<file path="config.mk">
export PLATFORM = sky130hd
export DESIGN_NAME = serial_lane_link_status_bank
export DESIGN_NICKNAME = d
export VERILOG_FILES = /design/src/rtl/lane_status_pkg.sv /design/src/rtl/lane_flag_if.sv /design/src/rtl/lane_flag_unit.sv /design/src/rtl/serial_lane_link_status_bank.sv
export VERILOG_INCLUDE_DIRS = /design/src /design/src/rtl
export SDC_FILE = /design/constraint.sdc
export NUM_CORES = 1
export LEC_CHECK = 0
export BUFFER_PORTS_ARGS = -buffer_cell sky130_fd_sc_hd__buf_2
export CELL_PAD_IN_SITES_DETAIL_PLACEMENT = 1
export CELL_PAD_IN_SITES_GLOBAL_PLACEMENT = 1
export CORE_MARGIN = 1
export CORE_UTILIZATION = 30
export DETAILED_ROUTE_END_ITERATION = 16
export PLACE_DENSITY = 0.88
export SYNTH_ARGS = -nofsm -noshare
export SYNTH_HDL_FRONTEND = slang
export SYNTH_SLANG_ARGS = --single-unit
</file>
<file path="constraint.sdc">
create_clock -name sys_clk_in -period 2.5 [get_ports sys_clk_in]
set_clock_uncertainty 0.1 [all_clocks]
set_input_delay 0.75 -clock sys_clk_in [delete_from_list [all_inputs] [get_ports sys_clk_in]]
set_output_delay 0.75 -clock sys_clk_in [all_outputs]
set_load 0.01 [all_outputs]
</file>
<file path="src/rtl/lane_status_defs.svh">
// register indices, byte addresses, field positions and reset values of the lane status bank
// assumes APB with 32-bit data; byte address is four times the register index
`ifndef LANE_STATUS_DEFS_SVH
`define LANE_STATUS_DEFS_SVH

`define LINK_COUNT 2
`define ADDR_WIDTH 16

`define IDX_LINK_PAGE 12'h300
`define IDX_LANE2_STATUS 12'h4b2
`define IDX_LANE3_STATUS 12'h4b3
`define IDX_ERROR_THRESHOLD 12'h4c0
`define IDX_IRQ_STATUS 12'h4c1
`define IDX_IRQ_CLEAR 12'h4c2
`define IDX_IRQ_ENABLE 12'h4c3

`define ADDR_LINK_PAGE 16'h0c00
`define ADDR_LANE2_STATUS 16'h12c8
`define ADDR_LANE3_STATUS 16'h12cc
`define ADDR_ERROR_THRESHOLD 16'h1300
`define ADDR_IRQ_STATUS 16'h1304
`define ADDR_IRQ_CLEAR 16'h1308
`define ADDR_IRQ_ENABLE 16'h130c

`define BIT_DISPARITY_OVER 7
`define BIT_TABLE_MISS_OVER 6
`define BIT_BAD_CONTROL_CHAR_OVER 5
`define BIT_DESKEW_OK 4
`define BIT_INIT_ALIGN_OK 3
`define BIT_CHECKSUM_OK 2
`define BIT_FRAME_SYNC 1
`define BIT_CODE_GROUP_SYNC 0

`define IRQ_LANE2_SYNC_LOST 0
`define IRQ_LANE2_ERRORS_OVER 1
`define IRQ_LANE3_SYNC_LOST 2
`define IRQ_LANE3_ERRORS_OVER 3
`define IRQ_WIDTH 4

`define RESET_STATUS 8'h00
`define RESET_THRESHOLD 8'hff
`define RESET_PAGE 1'b0

`endif

</file>
<file path="src/rtl/lane_status_pkg.sv">
// types shared by the lane status bank and its per-lane flag unit
// assumes the constants of lane_status_defs.svh
package lane_status_pkg;

	typedef enum logic [1:0]
	{
		APB_IDLE = 2'b00,
		APB_WAIT = 2'b01,
		APB_DONE = 2'b10
	} apb_phase_type;

	typedef struct packed
	{
		logic deskew_ok;
		logic init_align_ok;
		logic checksum_ok;
		logic frame_sync;
		logic code_group_sync;
		logic [7:0] disparity_count;
		logic [7:0] table_miss_count;
		logic [7:0] bad_control_char_count;
	} lane_state_type;

endpackage

</file>
<file path="src/rtl/lane_flag_if.sv">
// carrier between the status bank and one flag unit: lane state in, status byte out
// assumes the lane state is already selected for the current link page
`timescale 1ns/100ps
interface lane_flag_if;
	lane_status_pkg::lane_state_type state;
	logic [7:0] error_threshold;
	logic [7:0] status_byte;

	modport bank
	(
		output state,
		output error_threshold,
		input status_byte
	);

	modport unit
	(
		input state,
		input error_threshold,
		output status_byte
	);
endinterface

</file>
<file path="src/rtl/lane_flag_unit.sv">
// one lane's status byte: sync bits passed through, error counts compared with the threshold
// assumes the bank registers the byte; this unit is purely combinational
`timescale 1ns/100ps
`include "lane_status_defs.svh"
module lane_flag_unit
(
	lane_flag_if.unit lane
);
	always_comb
	begin
		lane.status_byte = 8'h00;
		lane.status_byte[`BIT_DISPARITY_OVER] =
			(lane.state.disparity_count >= lane.error_threshold);
		lane.status_byte[`BIT_TABLE_MISS_OVER] =
			(lane.state.table_miss_count >= lane.error_threshold);
		lane.status_byte[`BIT_BAD_CONTROL_CHAR_OVER] =
			(lane.state.bad_control_char_count >= lane.error_threshold);
		lane.status_byte[`BIT_DESKEW_OK] = lane.state.deskew_ok;
		lane.status_byte[`BIT_INIT_ALIGN_OK] = lane.state.init_align_ok;
		lane.status_byte[`BIT_CHECKSUM_OK] = lane.state.checksum_ok;
		lane.status_byte[`BIT_FRAME_SYNC] = lane.state.frame_sync;
		lane.status_byte[`BIT_CODE_GROUP_SYNC] = lane.state.code_group_sync;
	end
endmodule // lane_flag_unit

</file>
<file path="src/rtl/serial_lane_link_status_bank.sv">
// lane 2 and lane 3 receive status of the serial link, read by software over APB
// assumes deframer state and error counts arrive synchronous to sys_clk_in, one set per link
// How it works
// - lane 2 status bit 4 is 1 when lane 2 inter-lane deskew is achieved, 0 when it failed.
// - lane 2 status bit 3 is 1 while lane 2 initial lane alignment sync holds, 0 when lost.
// - lane 2 status bit 2 is 1 when the lane 2 configuration checksum is correct, else 0.
// - lane 2 status bit 1 is 1 while lane 2 frame sync holds, 0 after it is lost.
// - lane 2 status bit 0 is 1 while lane 2 code group sync holds, 0 when lost.
// - lane 3 status bit 7 is 1 when the disparity error count is at or above the threshold.
// - lane 3 status bit 6 is 1 when the not-in-table count is at or above the threshold.
// - lane 3 status bit 5 is 1 when the unexpected control count is at or above the threshold.
// - lane 3 status bit 4 is 1 when lane 3 is deskewed against the other lanes, 0 on failure.
// - lane 3 status bit 3 is 1 while lane 3 initial lane alignment sync holds, 0 when lost.
// - lane 3 status bit 2 is 1 when the lane 3 configuration checksum is correct, else 0.
// - all status bits show the link chosen by the page selector at index 0x300.
// - lane 2 bits 7, 6, 5 flag the three error counts at or above the threshold.
// - lane 3 bits 1 and 0 show frame sync and code group sync of lane 3.
`timescale 1ns/100ps
`include "lane_status_defs.svh"
module serial_lane_link_status_bank
(
	input wire logic sys_clk_in,
	input wire logic rstn_in,
	input wire logic psel_in,
	input wire logic penable_in,
	input wire logic pwrite_in,
	input wire logic [`ADDR_WIDTH-1:0] paddr_in,
	input wire logic [31:0] pwdata_in,
	input wire logic [3:0] pstrb_in,
	output logic [31:0] prdata_out,
	output logic pready_out,
	output logic pslverr_out,
	input wire logic [`LINK_COUNT-1:0] lane2_deskew_ok_in,
	input wire logic [`LINK_COUNT-1:0] lane2_init_align_ok_in,
	input wire logic [`LINK_COUNT-1:0] lane2_checksum_ok_in,
	input wire logic [`LINK_COUNT-1:0] lane2_frame_sync_in,
	input wire logic [`LINK_COUNT-1:0] lane2_code_group_sync_in,
	input wire logic [`LINK_COUNT-1:0][7:0] lane2_disparity_count_in,
	input wire logic [`LINK_COUNT-1:0][7:0] lane2_table_miss_count_in,
	input wire logic [`LINK_COUNT-1:0][7:0] lane2_bad_control_char_count_in,
	input wire logic [`LINK_COUNT-1:0] lane3_deskew_ok_in,
	input wire logic [`LINK_COUNT-1:0] lane3_init_align_ok_in,
	input wire logic [`LINK_COUNT-1:0] lane3_checksum_ok_in,
	input wire logic [`LINK_COUNT-1:0] lane3_frame_sync_in,
	input wire logic [`LINK_COUNT-1:0] lane3_code_group_sync_in,
	input wire logic [`LINK_COUNT-1:0][7:0] lane3_disparity_count_in,
	input wire logic [`LINK_COUNT-1:0][7:0] lane3_table_miss_count_in,
	input wire logic [`LINK_COUNT-1:0][7:0] lane3_bad_control_char_count_in,
	output logic irq_out
);
	lane_status_pkg::apb_phase_type phase_q;
	logic link_page_q;
	logic [7:0] error_threshold_q;
	logic [7:0] lane2_link_status_q;
	logic [7:0] lane3_link_status_q;
	logic page_moved_q;
	logic page_settle_q;
	logic [`IRQ_WIDTH-1:0] irq_status_q;
	logic [`IRQ_WIDTH-1:0] irq_enable_q;
	logic [`IRQ_WIDTH-1:0] irq_event;
	logic [31:0] read_word;
	logic addr_hit;
	logic access_done;
	logic write_done;
	logic lane2_errors_over_q;
	logic lane3_errors_over_q;
	logic lane2_sync_q;
	logic lane3_sync_q;
	logic lane2_errors_over;
	logic lane3_errors_over;
	logic lane2_sync;
	logic lane3_sync;

	lane_flag_if lane2_if();
	lane_flag_if lane3_if();

	// select the paged link's state for each lane
	always_comb
	begin
		lane2_if.state.deskew_ok = lane2_deskew_ok_in[link_page_q];
		lane2_if.state.init_align_ok = lane2_init_align_ok_in[link_page_q];
		lane2_if.state.checksum_ok = lane2_checksum_ok_in[link_page_q];
		lane2_if.state.frame_sync = lane2_frame_sync_in[link_page_q];
		lane2_if.state.code_group_sync = lane2_code_group_sync_in[link_page_q];
		lane2_if.state.disparity_count = lane2_disparity_count_in[link_page_q];
		lane2_if.state.table_miss_count = lane2_table_miss_count_in[link_page_q];
		lane2_if.state.bad_control_char_count = lane2_bad_control_char_count_in[link_page_q];
		lane2_if.error_threshold = error_threshold_q;
		lane3_if.state.deskew_ok = lane3_deskew_ok_in[link_page_q];
		lane3_if.state.init_align_ok = lane3_init_align_ok_in[link_page_q];
		lane3_if.state.checksum_ok = lane3_checksum_ok_in[link_page_q];
		lane3_if.state.frame_sync = lane3_frame_sync_in[link_page_q];
		lane3_if.state.code_group_sync = lane3_code_group_sync_in[link_page_q];
		lane3_if.state.disparity_count = lane3_disparity_count_in[link_page_q];
		lane3_if.state.table_miss_count = lane3_table_miss_count_in[link_page_q];
		lane3_if.state.bad_control_char_count = lane3_bad_control_char_count_in[link_page_q];
		lane3_if.error_threshold = error_threshold_q;
	end

	lane_flag_unit lane2_unit
	(
		.lane(lane2_if.unit)
	);

	lane_flag_unit lane3_unit
	(
		.lane(lane3_if.unit)
	);

	// status bytes follow the deframer every cycle, never written by software
	always_ff @(posedge sys_clk_in or negedge rstn_in)
	begin
		if (!rstn_in)
		begin
			lane2_link_status_q <= `RESET_STATUS;
			lane3_link_status_q <= `RESET_STATUS;
		end
		else
		begin
			lane2_link_status_q <= lane2_if.status_byte;
			lane3_link_status_q <= lane3_if.status_byte;
		end
	end

	// apb: one wait state, answer on the second access-phase edge
	assign access_done = psel_in && penable_in && (phase_q == lane_status_pkg::APB_DONE);
	assign write_done = access_done && pwrite_in;

	always_ff @(posedge sys_clk_in or negedge rstn_in)
	begin
		if (!rstn_in)
			phase_q <= lane_status_pkg::APB_IDLE;
		else
		begin
			case (phase_q)
				lane_status_pkg::APB_IDLE:
					if (psel_in && penable_in)
						phase_q <= lane_status_pkg::APB_DONE;
				lane_status_pkg::APB_DONE:
					phase_q <= lane_status_pkg::APB_WAIT;
				lane_status_pkg::APB_WAIT:
					phase_q <= lane_status_pkg::APB_IDLE;
				default:
					phase_q <= lane_status_pkg::APB_IDLE;
			endcase
		end
	end

	// read mux; the clear register reads as zero
	always_comb
	begin
		read_word = 32'h0000_0000;
		addr_hit = 1'b1;
		case (paddr_in)
			`ADDR_LINK_PAGE:
				read_word[0] = link_page_q;
			`ADDR_LANE2_STATUS:
				read_word[7:0] = lane2_link_status_q;
			`ADDR_LANE3_STATUS:
				read_word[7:0] = lane3_link_status_q;
			`ADDR_ERROR_THRESHOLD:
				read_word[7:0] = error_threshold_q;
			`ADDR_IRQ_STATUS:
				read_word[`IRQ_WIDTH-1:0] = irq_status_q;
			`ADDR_IRQ_CLEAR:
				read_word = 32'h0000_0000;
			`ADDR_IRQ_ENABLE:
				read_word[`IRQ_WIDTH-1:0] = irq_enable_q;
			default:
				addr_hit = 1'b0;
		endcase
	end

	// registered answer keeps every bus output straight off a flop
	always_ff @(posedge sys_clk_in or negedge rstn_in)
	begin
		if (!rstn_in)
		begin
			pready_out <= 1'b0;
			pslverr_out <= 1'b0;
			prdata_out <= 32'h0000_0000;
		end
		else if (psel_in && penable_in && (phase_q == lane_status_pkg::APB_IDLE))
		begin
			pready_out <= 1'b1;
			pslverr_out <= !addr_hit;
			prdata_out <= pwrite_in ? 32'h0000_0000 : read_word;
		end
		else
		begin
			pready_out <= 1'b0;
			pslverr_out <= 1'b0;
			prdata_out <= 32'h0000_0000;
		end
	end

	// software-written control, one register each
	always_ff @(posedge sys_clk_in or negedge rstn_in)
	begin
		if (!rstn_in)
			link_page_q <= `RESET_PAGE;
		else if (write_done && (paddr_in == `ADDR_LINK_PAGE) && pstrb_in[0])
			link_page_q <= pwdata_in[0];
	end

	always_ff @(posedge sys_clk_in or negedge rstn_in)
	begin
		if (!rstn_in)
			error_threshold_q <= `RESET_THRESHOLD;
		else if (write_done && (paddr_in == `ADDR_ERROR_THRESHOLD) && pstrb_in[0])
			error_threshold_q <= pwdata_in[7:0];
	end

	always_ff @(posedge sys_clk_in or negedge rstn_in)
	begin
		if (!rstn_in)
			irq_enable_q <= '0;
		else if (write_done && (paddr_in == `ADDR_IRQ_ENABLE) && pstrb_in[0])
			irq_enable_q <= pwdata_in[`IRQ_WIDTH-1:0];
	end

	// events: sync loss and error threshold crossing per lane
	assign lane2_sync = lane2_link_status_q[`BIT_FRAME_SYNC] &&
		lane2_link_status_q[`BIT_CODE_GROUP_SYNC];
	assign lane3_sync = lane3_link_status_q[`BIT_FRAME_SYNC] &&
		lane3_link_status_q[`BIT_CODE_GROUP_SYNC];
	assign lane2_errors_over = |lane2_link_status_q[7:5];
	assign lane3_errors_over = |lane3_link_status_q[7:5];

	// edge history of the shown sync state
	always_ff @(posedge sys_clk_in or negedge rstn_in)
	begin
		if (!rstn_in)
		begin
			lane2_sync_q <= 1'b0;
			lane3_sync_q <= 1'b0;
		end
		else
		begin
			lane2_sync_q <= lane2_sync;
			lane3_sync_q <= lane3_sync;
		end
	end

	// edge history of the error flags
	always_ff @(posedge sys_clk_in or negedge rstn_in)
	begin
		if (!rstn_in)
		begin
			lane2_errors_over_q <= 1'b0;
			lane3_errors_over_q <= 1'b0;
		end
		else
		begin
			lane2_errors_over_q <= lane2_errors_over;
			lane3_errors_over_q <= lane3_errors_over;
		end
	end

	// a new page reaches the status bytes one cycle late and the history one more
	always_ff @(posedge sys_clk_in or negedge rstn_in)
	begin
		if (!rstn_in)
		begin
			page_moved_q <= 1'b0;
			page_settle_q <= 1'b0;
		end
		else
		begin
			page_moved_q <= write_done && (paddr_in == `ADDR_LINK_PAGE);
			page_settle_q <= page_moved_q;
		end
	end

	// a page switch changes the shown link, not the lane; mask until history catches up
	always_comb
	begin
		irq_event = '0;
		if (!page_moved_q && !page_settle_q && !(write_done && (paddr_in == `ADDR_LINK_PAGE)))
		begin
			irq_event[`IRQ_LANE2_SYNC_LOST] = lane2_sync_q && !lane2_sync;
			irq_event[`IRQ_LANE2_ERRORS_OVER] = !lane2_errors_over_q && lane2_errors_over;
			irq_event[`IRQ_LANE3_SYNC_LOST] = lane3_sync_q && !lane3_sync;
			irq_event[`IRQ_LANE3_ERRORS_OVER] = !lane3_errors_over_q && lane3_errors_over;
		end
	end

	// a new event wins over a clear in the same cycle
	always_ff @(posedge sys_clk_in or negedge rstn_in)
	begin
		if (!rstn_in)
			irq_status_q <= '0;
		else if (write_done && (paddr_in == `ADDR_IRQ_CLEAR) && pstrb_in[0])
			irq_status_q <= (irq_status_q & ~pwdata_in[`IRQ_WIDTH-1:0]) | irq_event;
		else
			irq_status_q <= irq_status_q | irq_event;
	end

	always_ff @(posedge sys_clk_in or negedge rstn_in)
	begin
		if (!rstn_in)
			irq_out <= 1'b0;
		else
			irq_out <= |(irq_status_q & irq_enable_q);
	end
endmodule // serial_lane_link_status_bank

</file>
# Yosys cells after proc, flatten, opt, wreduce, memory -nomap -nowiden
# Cells that the tools add are included.
# totals
reg_bits,76
output_inout_bits,35
# classes
n_lt_le_gt_ge,7
eq_ne,9
muxes,44
bitwise_logic,5
n_reduce_logical,33
# ops
cell,n
two-way mux 8 bit,14
"== test 16 x 13 -> 1 bit, second input constant",6
greater-or-equal comparator 8 bit,6
two-way mux 1 bit,23
logical AND 1 bit,20
"== test 16 x 12 -> 1 bit, second input constant",1
case mux 3 bit (5 select lines),1
case mux 4 bit (3 select lines),1
AND 4 bit,2
zero test 1 bit,8
two-way mux 4 bit,2
OR 4 bit,2
OR reduction 7 bit,1
case mux 1 bit (6 select lines),1
OR reduction 3 bit,2
inverter 4 bit,1
case mux 2 bit (2 select lines),1
OR reduction 4 bit,1
"== test 2 bit, second input constant",1
zero test 2 bit,1
"< comparator 1 x 2 -> 1 bit, second input constant",1
two-way mux 2 bit,1
"!= test 2 bit, second input constant",1

# Depth between registers and ports, before layout
# depth
word_depth,9
ltp_mapped,10

# By module
# From an unflattened synthesis, not the netlist that was laid out.
# unflattened
cells_unflattened,391
area_unflattened_um2,4200.3
# by_module_without_submodules
module,n_inst,cells_each,area_per_inst_um2,seq_area_each_um2
serial_lane_link_status_bank,1,259,3044.2,1311.3
lane_flag_unit,2,66,578.1,0.0

# Least setup slack after synthesis
# OpenSTA, ideal clock, no wires.
# synth_timing
path_type,register to register
startpoint,register link_page_q
endpoint,register lane3_link_status_q[7]
setup_time_ns,0.147
arrival_time_ns,2.132
required_ns,2.253
setup_slack_ns,0.121
stages_incl_launch_ff,9
synth_period_minus_slack_ns,2.379
cell_sequence,dfrtp_1 -> clkbuf_1 -> buf_1 -> mux2_2 -> ha_1 -> a2111oi_0 -> nand2_1 -> o21ai_0 -> a31oi_1
# synth_between
elab_chain_cells,3
# synth_lines
item,line,rtl
start: declaration,serial_lane_link_status_bank.sv:52,logic link_page_q;
start signal: assignment,serial_lane_link_status_bank.sv:201,link_page_q <= `RESET_PAGE;
start signal: assignment,serial_lane_link_status_bank.sv:203,link_page_q <= pwdata_in[0];
two-way mux 8 bit (not written as such) (2 in series),serial_lane_link_status_bank.sv:94,lane3_if.state.disparity_count = lane3_disparity_count_in[link_page_q];
greater-or-equal comparator 8 bit,lane_flag_unit.sv:13,(lane.state.disparity_count >= lane.error_threshold);
via lane3_if.status_byte[7],lane_flag_if.sv:7,logic [7:0] status_byte;
end signal: assignment,serial_lane_link_status_bank.sv:116,lane3_link_status_q <= `RESET_STATUS;
end signal: assignment,serial_lane_link_status_bank.sv:121,lane3_link_status_q <= lane3_if.status_byte;
end: declaration,serial_lane_link_status_bank.sv:55,logic [7:0] lane3_link_status_q;
# The timed path passes the listed nets, and every way through them passes these cells. The select of a mux whose other input is x is not followed.
# A chain may end at the register's enable or synchronous reset.

# Worst setup path after layout
# layout_timing
startpoint,register link_page_q
endpoint,register lane3_link_status_q[6]
# layout_between
elab_chain_cells,3
# layout_lines
item,line,rtl
two-way mux 8 bit (not written as such) (2 in series),serial_lane_link_status_bank.sv:95,lane3_if.state.table_miss_count = lane3_table_miss_count_in[link_page_q];
greater-or-equal comparator 8 bit,lane_flag_unit.sv:15,(lane.state.table_miss_count >= lane.error_threshold);
via lane3_if.status_byte[6],lane_flag_if.sv:7,
# The timed path passes the listed nets, and every way through them passes these cells. The select of a mux whose other input is x is not followed.

==> flow_metrics.tcl <==
set metrics [dict create \
    maxCapViolCount 0 \
    grt_pass1_vias 3865 \
    cts_max_level 2 \
    ff2ff_path_depth 8 \
    max_slew.worst_pin.slew_ps 809 \
    fin_cells 720 \
    synth_simple_gate_area_frac 0.129 \
    path_clk_slew_ps 70 \
    via_per_inst 4.82 \
    internal_power_mw 1.40 \
    cp_max_fo 22 \
    cp-startpoint "link_page_q" \
    ys.warnings.count 0 \
    cts-buffers-inserted 5 \
    ctsRootBufferMaster "clkbuf_16" \
    crit_required_ps 2570 \
    dieArea_mm2 0.0134 \
    clk_latency_ps 290 \
    status "complete, no violations" \
    cp-start-kind "register" \
    drc 0 \
    nets 768 \
    cp-endpoint "lane3_link_status_q[6]" \
    synth_mux_area_frac 0.181 \
    clock_path_buffers 2 \
    power_frac_comb 0.155 \
    ios 208 \
    fin_crit_sh 0.959 \
    diodes 0 \
    die_height_um 116 \
    finalHoldViolCount 0 \
    seqPwrFrac 0.474 \
    end_kind "register" \
    p_per_area_mw_per_mm2 362 \
    grt_max_degree 23 \
    hold_path_class "in -> async" \
    io_buffer_count 156 \
    die_x_um 116 \
    core_mm2 0.0126 \
    clockPowerShare 0.370 \
    max_slew_margin 0.457 \
    placed_cells 711 \
    setup_viol 0 \
    p_leak_nw 2.64 \
    regToRegSetupSlack_ps 100 \
    arrival_ps 2470 \
    power_mw 1.86 \
    ir_drop_mv 0.294 \
    placementRows 41 \
    route.vias.total 3473 \
    ant_nets 0 \
    synth_seq_cells 52 \
    cts_tree "done" \
    finalSetupTns_ps 0 \
    crit_type "reg -> reg" \
    synthAdderAreaFrac 0.155 \
    worst_slack_ps 102 \
    fin_hold_ws_ps 279 \
    synth_area_mm2 0.00388 \
    layout_min_cycle_time_ps 2400 \
    grt_overflow 0 \
    cts.sinks 52 \
    layout-drive-gt1-share 0.485 \
    hpwl_um 10200 \
    switchingPower_mw 0.463 \
    drt_first_pass_iters 4 \
    wl_per_cell_um 16.9 \
    fmax_mhz 417 \
    synthDistinctLibCells 38 \
    r2r_start "link_page_q" \
    switching_share 0.249 \
    grt_first_pass_wirelength_um 19200 \
    synth-compound-area-share 0.122 \
    first_iter_violations 97 \
    area_growth_pct 32.4 \
    grt_setup_unrepaired "false" \
    antenna_found_initial 1 \
    synthXorXnorAreaFrac 0 \
    syn_area_per_cell_um2 10.5 \
    initial_core_util 0.307 \
    dp_slack_ps -79.0 \
    wl_um 12200 \
    holdBufCountCts 0 \
    gp_congestion 0.800 \
    synth_top_family_by_area "multiplexers" \
    r2r_end "lane3_link_status_q[6]" \
    maxSlewViolCount 0 \
    yosysSeqAreaShare 0.338 \
    grt_use_total 0.189 \
    syn_inst 370 \
]
-- what timing repair did --
action | CTS | global route
pin swaps | 0 | 0
setup endpoints to repair | 1 | 5
setup buffers | 0 | 1
gates resized for setup | 1 | 3
-- worst max-delay path: stages, from the launching register on --
cell	delay (ps)
dfrtp_2	450
buf_12	190
mux2_2	370
ha_1	320
a2111oi_1	470
buf_4	190
nand2_1	40
o21ai_0	80
a31oi_1	60
-- flip-flops by register name, indices dropped and copies added (netlist names), 2 cells and up --
| signal | cells |
|---|---|
| irq_enable_q | 4 |
| lane3_link_status_q | 8 |
| irq_status_q | 4 |
| phase_q | 2 |
| prdata_out | 8 |
| error_threshold_q | 8 |
| lane2_link_status_q | 8 |
-- cells by family (layout without fill, tap and decap cells) --
group / after synthesis / count (layout)
simple gates: 84 / 84
compound gates: 70 / 70
mux: 63 / 63
flops: 52 / 52
buf+inv: 52 / 207
fa+ha+maj: 48 / 48
other cells: 1 / 24
-- power groups by stage --
stage	clock network [mW]	logic, mW	registers [mW]
3_5_place_dp	0	0.290	0.898
3_3_place_gp	0	0.273	0.897
2_1_floorplan	0	0.146	0.892
4_1_cts	0.708	0.292	0.882
5_1_grt	0.744	0.325	0.884
6_report	0.689	0.288	0.882
-- layout by cell type, fill, tap and decap left out, drive strengths merged, types with 8 or more instances in the layout --
master and count:
ha 48, buf 180, nand2 39, o21ai 20
conb 24, a21oi 11, a22oi 10, mux2 57
a31oi 8, inv 20, dfstp 8, dfrtp 44
-- how the worst min path moves through the flow --
stage | start | end | slack, ps | cells after the start
after global placement | page_moved_q | page_settle_q | 260 | 0
after CTS | rstn_in | page_settle_q | 290 | 1
after floorplan | page_moved_q | page_settle_q | 250 | 0
after detailed placement | page_moved_q | page_settle_q | 300 | 0
after global routing | rstn_in | page_settle_q | 310 | 1
final | rstn_in | page_settle_q | 280 | 1
-- final cells by class --
class / instances / area, µm²
sequential: 52 / 1310
multi-input combinational: 289 / 2370
fill: 1537 / 7480
inverter: 19 / 71.3
timing repair buffer: 180 / 1010
tap: 172 / 215
clock inverter: 3 / 26.3
clock buffer: 5 / 125
-- cell usage after synthesis, drive strengths merged --
master    n  area share
dfstp     8       0.054
a221oi    1      0.0023
nor3b     2      0.0039
a222oi    3      0.0077
inv      19       0.018
a2111oi   6       0.014
o311ai    1      0.0042
a31oi     8       0.013
a32o      4       0.010
conb      1     0.00097
buf      32       0.055
ha       48        0.15
o21a      6       0.012
nor3      7       0.013
nor4b     1      0.0023
nand2    39       0.038
dfrtp    44        0.28
nor4      7       0.026
a22oi    10       0.019
nand4     3      0.0048
nor2b     7       0.011
a21oi    11       0.014
nand3     3      0.0039
or3       2      0.0032
o21ai    20       0.026
or4b      1      0.0035
nand2b    6      0.0097
mux2     57        0.17
nor4bb    1      0.0026
and4bb    1      0.0032
clkbuf    1     0.00097
nor2      4      0.0039
mux2i     6       0.015
-- metrics by stage --
step / util / area [µm²]
floorplan: - / 3970
global placement: 0.394 / 4970
detailed placement: 0.394 / 4970
CTS: 0.406 / 5120
global route: 0.407 / 5140
finish: 0.407 / 5140
-- layer usage --
layer / up-vias / GRT usage / wire length (µm)
met3: 10 / 0.0272 / 588
li1: 1668 / - / -
met5: - / 0 / 0
met4: 0 / 0.0385 / 139
met2: 126 / 0.380 / 6720
met1: 1669 / 0.207 / 4720
Note: power is estimated with default switching activity, not from simulation.
